<file path="src/include/ppa_params.svh">
// constants for the parallel port adapter
`ifndef PPA_PARAMS_SVH
`define PPA_PARAMS_SVH
`define PPA_SEL_DATA_A   2'h0
`define PPA_SEL_CTRL_A   2'h1
`define PPA_SEL_DATA_B   2'h2
`define PPA_SEL_CTRL_B   2'h3
`define PPA_CB_EN_STB    0
`define PPA_CB_EDGE_STB  1
`define PPA_CB_DIR_ACC   2
`define PPA_CB_EN_CTL    3
`define PPA_CB_EDGE_CTL  4
`define PPA_CB_CTL_OUT   5
`define PPA_CB_FLAG_CTL  6
`define PPA_CB_FLAG_STB  7
`define PPA_RST_BYTE     8'h00
`define PPA_RST_CTRL     6'h00
`define PPA_MODE_PULSE   2'h1
`define PPA_MODE_MANUAL  2'h2
`endif

</file>
<file path="src/include/ppa_pkg.sv">
// types shared by the parallel port adapter
package ppa_pkg;
	typedef logic [7:0] ppa_byte_t;
	typedef logic [1:0] ppa_sel_t;
	typedef enum logic [1:0] {
		PPA_PHASE_IDLE = 2'b00,
		PPA_PHASE_HIGH = 2'b01
	} ppa_phase_e;
endpackage : ppa_pkg

</file>
<file path="src/hw/ppa_top.sv">
// parallel port adapter: two 8-bit ports, four control lines, host register bus
`timescale 1ns/100ps
`include "ppa_params.svh"
`default_nettype none
module ppa_top (
	input  wire logic           CLK_SYS,
	input  wire logic           NRST,
	input  wire logic           CHIP_SEL_HI0,
	input  wire logic           CHIP_SEL_HI1,
	input  wire logic           CHIP_SEL_LO_N,
	input  wire ppa_pkg::ppa_sel_t REG_SEL,
	input  wire logic           RW_DIR,
	input  wire logic           BUS_STROBE,
	input  wire ppa_pkg::ppa_byte_t DATA_IN,
	output var  ppa_pkg::ppa_byte_t DATA_OUT,
	output var  logic           DATA_OE,
	input  wire ppa_pkg::ppa_byte_t PORT_A_IN,
	output var  ppa_pkg::ppa_byte_t PORT_A_OUT,
	output var  ppa_pkg::ppa_byte_t PORT_A_OE,
	input  wire ppa_pkg::ppa_byte_t PORT_B_IN,
	output var  ppa_pkg::ppa_byte_t PORT_B_OUT,
	output var  ppa_pkg::ppa_byte_t PORT_B_OE,
	input  wire logic [1:0]     STROBE_IN,
	input  wire logic [1:0]     CTL_LINE_IN,
	output var  logic [1:0]     CTL_LINE_OUT,
	output var  logic [1:0]     CTL_LINE_OE,
	output var  logic [1:0]     IRQ_OUT,
	output var  logic [1:0]     IRQ_OE
);
	import ppa_pkg::*;

	// one synchroniser for the bus strobe and one for peripheral inputs
	logic [2:0]  strobe_sync_q;
	logic [36:0] per_m_q;
	logic [36:0] per_s_q;
	ppa_phase_e  phase_q;
	logic        strobe_rise;
	logic        strobe_fall;
	logic        selected;
	ppa_byte_t   out_a_q;
	ppa_byte_t   out_b_q;
	ppa_byte_t   dir_a_q;
	ppa_byte_t   dir_b_q;
	logic [5:0]  ctrl_q [2];
	logic [1:0]  flag_stb_q;
	logic [1:0]  flag_ctl_q;
	logic [1:0]  block_q;
	logic [1:0]  arm_stb_q;
	logic [1:0]  arm_ctl_q;
	logic [1:0]  prev_stb_q;
	logic [1:0]  prev_ctl_q;
	logic [1:0]  ctl_level_q;
	logic [1:0]  wr_data_q;
	logic [1:0]  rd_data_q;
	ppa_byte_t   pins_a;
	ppa_byte_t   pins_b;
	logic [1:0]  stb_s;
	logic [1:0]  ctl_s;

	// the bus strobe synchroniser: two flops, plus a third for edge detection
	always_ff @(posedge CLK_SYS or negedge NRST) begin
		if (!NRST) begin
			strobe_sync_q <= 3'h0;
		end else begin
			strobe_sync_q <= {strobe_sync_q[1:0], BUS_STROBE};
		end
	end

	// peripheral pins resampled so flags and reads never see metastable data
	always_ff @(posedge CLK_SYS or negedge NRST) begin
		if (!NRST) begin
			per_m_q <= 37'h0;
			per_s_q <= 37'h0;
		end else begin
			per_m_q <= {CTL_LINE_IN, STROBE_IN, PORT_B_IN, PORT_A_IN, 8'h00, 8'h00, 1'b0};
			per_s_q <= per_m_q;
		end
	end

	assign pins_a = per_s_q[24:17];
	assign pins_b = per_s_q[32:25];
	assign stb_s  = per_s_q[34:33];
	assign ctl_s  = per_s_q[36:35];

	// the host holds selects steady over the strobe, so level sampling is safe
	assign strobe_rise = strobe_sync_q[1] & ~strobe_sync_q[2];
	assign strobe_fall = ~strobe_sync_q[1] & strobe_sync_q[2];
	assign selected = CHIP_SEL_HI0 & CHIP_SEL_HI1 & ~CHIP_SEL_LO_N;

	function automatic logic is_data(input ppa_sel_t sel, input logic [1:0] dacc);
		is_data = (sel == `PPA_SEL_DATA_A && dacc[0]) ||
			(sel == `PPA_SEL_DATA_B && dacc[1]);
	endfunction : is_data

	logic [1:0] dacc;
	assign dacc = {ctrl_q[1][`PPA_CB_DIR_ACC], ctrl_q[0][`PPA_CB_DIR_ACC]};

	always_ff @(posedge CLK_SYS or negedge NRST) begin
		if (!NRST) begin
			phase_q <= PPA_PHASE_IDLE;
		end else if (strobe_rise) begin
			phase_q <= PPA_PHASE_HIGH;
		end else if (strobe_fall) begin
			phase_q <= PPA_PHASE_IDLE;
		end
	end

	// register writes on the falling edge of the strobe
	always_ff @(posedge CLK_SYS or negedge NRST) begin
		if (!NRST) begin
			out_a_q   <= `PPA_RST_BYTE;
			out_b_q   <= `PPA_RST_BYTE;
			dir_a_q   <= `PPA_RST_BYTE;
			dir_b_q   <= `PPA_RST_BYTE;
			ctrl_q[0] <= `PPA_RST_CTRL;
			ctrl_q[1] <= `PPA_RST_CTRL;
			wr_data_q <= 2'h0;
		end else begin
			wr_data_q <= 2'h0;
			if (strobe_fall && selected && !RW_DIR && phase_q == PPA_PHASE_HIGH) begin
				if (REG_SEL == `PPA_SEL_DATA_A) begin
					if (dacc[0]) begin
						out_a_q <= DATA_IN;
					end else begin
						dir_a_q <= DATA_IN;
					end
				end else if (REG_SEL == `PPA_SEL_CTRL_A) begin
					ctrl_q[0] <= DATA_IN[5:0];
				end else if (REG_SEL == `PPA_SEL_DATA_B) begin
					if (dacc[1]) begin
						out_b_q   <= DATA_IN;
						wr_data_q <= 2'h2;
					end else begin
						dir_b_q <= DATA_IN;
					end
				end else begin
					ctrl_q[1] <= DATA_IN[5:0];
				end
			end
		end
	end

	// data register reads complete at the strobe fall and clear that side's flags
	always_ff @(posedge CLK_SYS or negedge NRST) begin
		if (!NRST) begin
			rd_data_q <= 2'h0;
		end else begin
			rd_data_q <= 2'h0;
			if (strobe_fall && selected && RW_DIR && is_data(REG_SEL, dacc)) begin
				rd_data_q <= (REG_SEL == `PPA_SEL_DATA_A) ? 2'h1 : 2'h2;
			end
		end
	end

	// read path: output driven while selected read strobe is high
	always_ff @(posedge CLK_SYS or negedge NRST) begin
		if (!NRST) begin
			DATA_OUT <= `PPA_RST_BYTE;
			DATA_OE  <= 1'b0;
		end else begin
			DATA_OE <= strobe_sync_q[1] && selected && RW_DIR;
			if (REG_SEL == `PPA_SEL_DATA_A) begin
				DATA_OUT <= dacc[0] ? pins_a : dir_a_q;
			end else if (REG_SEL == `PPA_SEL_CTRL_A) begin
				DATA_OUT <= {flag_stb_q[0], flag_ctl_q[0], ctrl_q[0]};
			end else if (REG_SEL == `PPA_SEL_DATA_B) begin
				DATA_OUT <= dacc[1] ? ((out_b_q & dir_b_q) | (pins_b & ~dir_b_q)) : dir_b_q;
			end else begin
				DATA_OUT <= {flag_stb_q[1], flag_ctl_q[1], ctrl_q[1]};
			end
		end
	end

	// flag logic per side; a read clear blocks re-setting until a deselected strobe
	for (genvar s = 0; s < 2; s++) begin : g_side
		logic act_stb;
		logic act_ctl;
		logic edge_s;
		logic edge_c;
		assign edge_s = ctrl_q[s][`PPA_CB_EDGE_STB];
		assign edge_c = ctrl_q[s][`PPA_CB_EDGE_CTL];
		assign act_stb = edge_s ? (stb_s[s] & ~prev_stb_q[s]) : (~stb_s[s] & prev_stb_q[s]);
		assign act_ctl = edge_c ? (ctl_s[s] & ~prev_ctl_q[s]) : (~ctl_s[s] & prev_ctl_q[s]);

		always_ff @(posedge CLK_SYS or negedge NRST) begin
			if (!NRST) begin
				prev_stb_q[s] <= 1'b1;
				prev_ctl_q[s] <= 1'b1;
				arm_stb_q[s]  <= 1'b0;
				arm_ctl_q[s]  <= 1'b0;
			end else begin
				prev_stb_q[s] <= stb_s[s];
				prev_ctl_q[s] <= ctl_s[s];
				// inactive level present during a strobe conditions the detector
				if (act_stb) begin
					arm_stb_q[s] <= 1'b0;
				end else if (strobe_rise && (stb_s[s] != edge_s)) begin
					arm_stb_q[s] <= 1'b1;
				end
				if (act_ctl) begin
					arm_ctl_q[s] <= 1'b0;
				end else if (strobe_rise && (ctl_s[s] != edge_c)) begin
					arm_ctl_q[s] <= 1'b1;
				end
			end
		end

		always_ff @(posedge CLK_SYS or negedge NRST) begin
			if (!NRST) begin
				block_q[s] <= 1'b0;
			end else if (rd_data_q[s]) begin
				block_q[s] <= 1'b1;
			end else if (strobe_rise && !selected) begin
				block_q[s] <= 1'b0;
			end
		end

		// a set arriving with a read clear wins
		always_ff @(posedge CLK_SYS or negedge NRST) begin
			if (!NRST) begin
				flag_stb_q[s] <= 1'b0;
				flag_ctl_q[s] <= 1'b0;
			end else begin
				if (act_stb && arm_stb_q[s] && !block_q[s]) begin
					flag_stb_q[s] <= 1'b1;
				end else if (rd_data_q[s]) begin
					flag_stb_q[s] <= 1'b0;
				end
				if (act_ctl && arm_ctl_q[s] && !block_q[s] && !ctrl_q[s][`PPA_CB_CTL_OUT]) begin
					flag_ctl_q[s] <= 1'b1;
				end else if (rd_data_q[s]) begin
					flag_ctl_q[s] <= 1'b0;
				end
			end
		end

		// open drain: only ever pull low; level follows flags so late enable works
		always_ff @(posedge CLK_SYS or negedge NRST) begin
			if (!NRST) begin
				IRQ_OUT[s] <= 1'b0;
				IRQ_OE[s]  <= 1'b0;
			end else begin
				IRQ_OUT[s] <= 1'b0;
				IRQ_OE[s]  <= (flag_stb_q[s] & ctrl_q[s][`PPA_CB_EN_STB]) |
					(flag_ctl_q[s] & ctrl_q[s][`PPA_CB_EN_CTL]);
			end
		end

		// output modes: manual level, or low after data access and set back on deselected strobe (PPA_CB_EN_CTL set) or on the strobe input edge
		always_ff @(posedge CLK_SYS or negedge NRST) begin
			if (!NRST) begin
				ctl_level_q[s] <= 1'b1;
			end else if (ctrl_q[s][`PPA_CB_EDGE_CTL]) begin
				ctl_level_q[s] <= ctrl_q[s][`PPA_CB_EN_CTL];
			end else if ((s == 0 ? rd_data_q[s] : wr_data_q[s]) && ctrl_q[s][`PPA_CB_CTL_OUT]) begin
				ctl_level_q[s] <= 1'b0;
			end else if (ctrl_q[s][`PPA_CB_EN_CTL] && strobe_rise && !selected) begin
				ctl_level_q[s] <= 1'b1;
			end else if (!ctrl_q[s][`PPA_CB_EN_CTL] && act_stb && arm_stb_q[s]) begin
				ctl_level_q[s] <= 1'b1;
			end
		end

		always_ff @(posedge CLK_SYS or negedge NRST) begin
			if (!NRST) begin
				CTL_LINE_OUT[s] <= 1'b0;
				CTL_LINE_OE[s]  <= 1'b0;
			end else begin
				CTL_LINE_OUT[s] <= ctl_level_q[s];
				CTL_LINE_OE[s]  <= ctrl_q[s][`PPA_CB_CTL_OUT];
			end
		end
	end

	// port drivers: direction one drives the output register
	always_ff @(posedge CLK_SYS or negedge NRST) begin
		if (!NRST) begin
			PORT_A_OUT <= `PPA_RST_BYTE;
			PORT_A_OE  <= `PPA_RST_BYTE;
			PORT_B_OUT <= `PPA_RST_BYTE;
			PORT_B_OE  <= `PPA_RST_BYTE;
		end else begin
			PORT_A_OUT <= out_a_q;
			PORT_A_OE  <= dir_a_q;
			PORT_B_OUT <= out_b_q;
			PORT_B_OE  <= dir_b_q;
		end
	end
endmodule : ppa_top
`default_nettype wire

</file>
<file path="config.mk">
export PLATFORM = sky130hd
export DESIGN_NAME = ppa_top
export DESIGN_NICKNAME = d
export VERILOG_FILES = /design/src/include/ppa_pkg.sv /design/src/hw/ppa_top.sv
export VERILOG_INCLUDE_DIRS = /design/src /design/src/include
export SDC_FILE = /design/constraint.sdc
export NUM_CORES = 1
export LEC_CHECK = 0
export ABC_AREA = 1
export BUFFER_PORTS_ARGS = -buffer_cell sky130_fd_sc_hd__buf_4
export CELL_PAD_IN_SITES_DETAIL_PLACEMENT = 1
export CELL_PAD_IN_SITES_GLOBAL_PLACEMENT = 1
export CORE_AREA = 2 2 155 81
export CTS_CLUSTER_DIAMETER = 150
export DETAILED_ROUTE_END_ITERATION = 6
export DIE_AREA = 0 0 157 83
export PLACE_DENSITY = 0.88
export SLEW_MARGIN = 20
export SYNTH_ARGS = -nofsm -noshare
export SYNTH_HDL_FRONTEND = slang
export SYNTH_SLANG_ARGS = --single-unit
</file>
<file path="constraint.sdc">
create_clock -name CLK_SYS -period 3.83 [get_ports CLK_SYS]
set_input_delay 0.1915 -clock CLK_SYS [delete_from_list [all_inputs] [get_ports CLK_SYS]]
set_output_delay 0.1915 -clock CLK_SYS [all_outputs]
set_load 0.02 [all_outputs]
</file>
==> run summary <==
Run status - finished clean
Post-Route WL - 16700 um
Flop pwr share - 46.3%
Die area - 13000 um^2
Slew HR - 38.6%
Overall routing resource usage - 27.4%
Worst-Skew Late Latency - 430 ps
Sequential share of the synthesized area - 70.5%
H-tree Lvls - 4
RSZ-0062 raised after global routing - no
Slew @ Worst Pin - 920 ps
HPWL after DPL - 9920 um
Req. time, crit path - 4100 ps
I/O Buffers - 83
Max_cap viols - 0
Switch share - 23.8%
Final TNS setup - 0 ps
F_max - 515 MHz
Synthesized flop and latch total - 154
Critical path class - reg2reg
PD cells - 535 nW/um^2
Design Area, Final - 7050 um^2
Clk_skew - 11.8 ps
Int Pwr - 2.87 mW
Asr flop ratio synth - 100%
Wire length per cell - 22.5 um
Sw power - 0.897 mW
TritonCTS clock tree - yes
Die X - 157 um
Site Rows - 28
DRC Markers - 0
Internal reg-to-reg setup slack - 1890 ps
Largest net degree at the start of global routing - 104
Clk root buf - clkbuf_16
Worst Path Arrival - 2210 ps
Reg2Reg Depth - 7
Syn avg cell area - 12.1 um^2
Top FF cell, synth - dfrtp_1
Clock transition at path regs - 60 ps
Cells after synthesis - 453
Clock sink total - 154
Vias - 4045
Final net count - 608
Hold Crit Class - in2reg
Commonest non-fill, non-tap cell in the layout - dfrtp_1
Post-synth EDFFs - 0
Vias in the first global route - 4448
Netlist cell types - 31
Die Y - 83 um
Setup Viol. Count Final - 0
Placed inst area - 6210 um^2
Placer Congestion - 0.794
DRT Pass-1 Iters - 5
Area grow syn2layout - 28.7%
PostCTS Resize Cnt - 0
Final hold violation count - 0
CP Launch Type - flop
Core footprint - 11600 um^2
Critical Path End Type - flop
Initial antenna violation count - 0
Layout cell share with drive strength beyond 1 - 27.1%
Tot Pwr - 3.77 mW
Vias/cell - 5.44
Antenna viol nets, final - 0
Combinational share of power - 6.8%
Initial DRC Count - 217
Clk pwr share - 46.8%
Global route overflow - 0
Slew Limit Fails - 0
Ports - 86
Most frequent cells in the layout - 148 x dfrtp_1, 89 x nand2_1, 84 x buf_4
Starting Density - 47.2%
Yosys warns - 0
Global-route wire length before repair - 25900 um
CP max FO - 12
Tcrit/Tclk final - 50.7%
VDD IR max - 0.251 mV
Final Critical Period - 1940 ps
Ant diodes - 0
CTS max path bufs - 2
Post-Syn Area - 5480 um^2
P_leak - 3.47 nW
Num CTS Buffers - 17
Hold Crit Depth - 3
==> power by group through the flow <==
stage	logic, mW	registers (mW)	clock network, mW
finish	0.258	1.75	1.77
global route	0.280	1.75	1.86
CTS	0.256	1.75	1.78
detailed placement	0.228	1.77	0
global placement	0.218	1.77	0
floorplan	0.0833	1.78	0
==> critical path, cell delays in order (launching register included) <==
cell     delay (ps)
dfrtp_1         400
inv_1            90
ha_1            230
nand4_4         140
nor2_8          240
nand3_2         320
nand2_1         220
o21ai_1         130
==> cell type report <==
type                            count  area, um^2
Sequential cell                   154        3860
Clock buffer                       22         474
Fill cell                        1200        4550
Multi-Input combinational cell    247        1360
Tap cell                          165         206
Clock inverter                     10         141
Inverter                           39         146
Timing Repair Buffer              107         862
==> sequential cells by signal (all words and copies together) (netlist names), 3 cells and up <==
name,flops
DATA_OUT,8
PORT_A_OE,8
PORT_A_OUT,8
PORT_B_OE,8
PORT_B_OUT,8
ctrl_q,12
dir_a_q,8
dir_b_q,8
out_a_q,8
out_b_q,8
per_m_q,20
per_s_q,20
strobe_sync_q,3
==> repair_timing <==
action                    4_1_cts  5_1_grt
hold endpoints to repair      121        0
buffers inserted                0        0
hold buffers                   22        0
==> Yosys cell counts (all sizes together), types with 3 or more instances <==
cell type    n  area, um^2
o22ai        4        25.0
inv         37         139
ha           5        62.6
buf         13         110
a22oi        8        60.1
nand3       19         130
a21oi       27         135
o21ai       69         428
o21bai       3        22.5
dfrtp      148        3700
nand2       94         375
nand4        4        40.0
dfstp        6         158
nor2         9        50.1
==> stage by stage <==
step | hold slack [ps] | setup slack (ps) | util [%] | cells
2_1_floorplan | -104 | 2350 | - | 454
3_3_place_gp | 301 | 2140 | 53.6 | 690
3_5_place_dp | 302 | 2060 | 53.6 | 690
4_1_cts | 71.0 | 1930 | 60.8 | 744
5_1_grt | 86.7 | 1860 | 60.8 | 744
6_report | 83.7 | 1890 | 60.8 | 744
==> worst paths after layout <==
path / endpoint / startpoint
worst max-delay path: ctrl_q[1] / strobe_sync_q[1]
worst max register to register: ctrl_q[1] / strobe_sync_q[1]
min in group asynchronous: DATA_OUT[4] / NRST
max in group asynchronous: prev_ctl_q[1] / NRST
worst min-delay path: DATA_OE / RW_DIR
worst min register to register: per_s_q[33] / per_m_q[33]
==> logic make-up (layout without fill, tap and decap cells) <==
| family | Yosys count | count (layout) | synth area share, % |
|---|---|---|---|
| buffers and inverters | 53 | 178 | 4.75 |
| other | 1 | 2 | 0.0685 |
| AOI/OAI and AO/OA | 112 | 112 | 12.4 |
| adders and majority gates | 5 | 5 | 1.14 |
| and+or+nand+nor | 128 | 128 | 11.1 |
| DFF | 154 | 154 | 70.5 |
==> per-layer routing <==
layer | up-vias | GRT usage (%) | routed length, um
met5 | - | 0 | 0
li1 | 1721 | - | -
met3 | 57 | 9.24 | 1280
met2 | 167 | 43.2 | 7820
met1 | 2100 | 35.2 | 7140
met4 | 0 | 11.0 | 516
(Power assumes the default switching activity.)
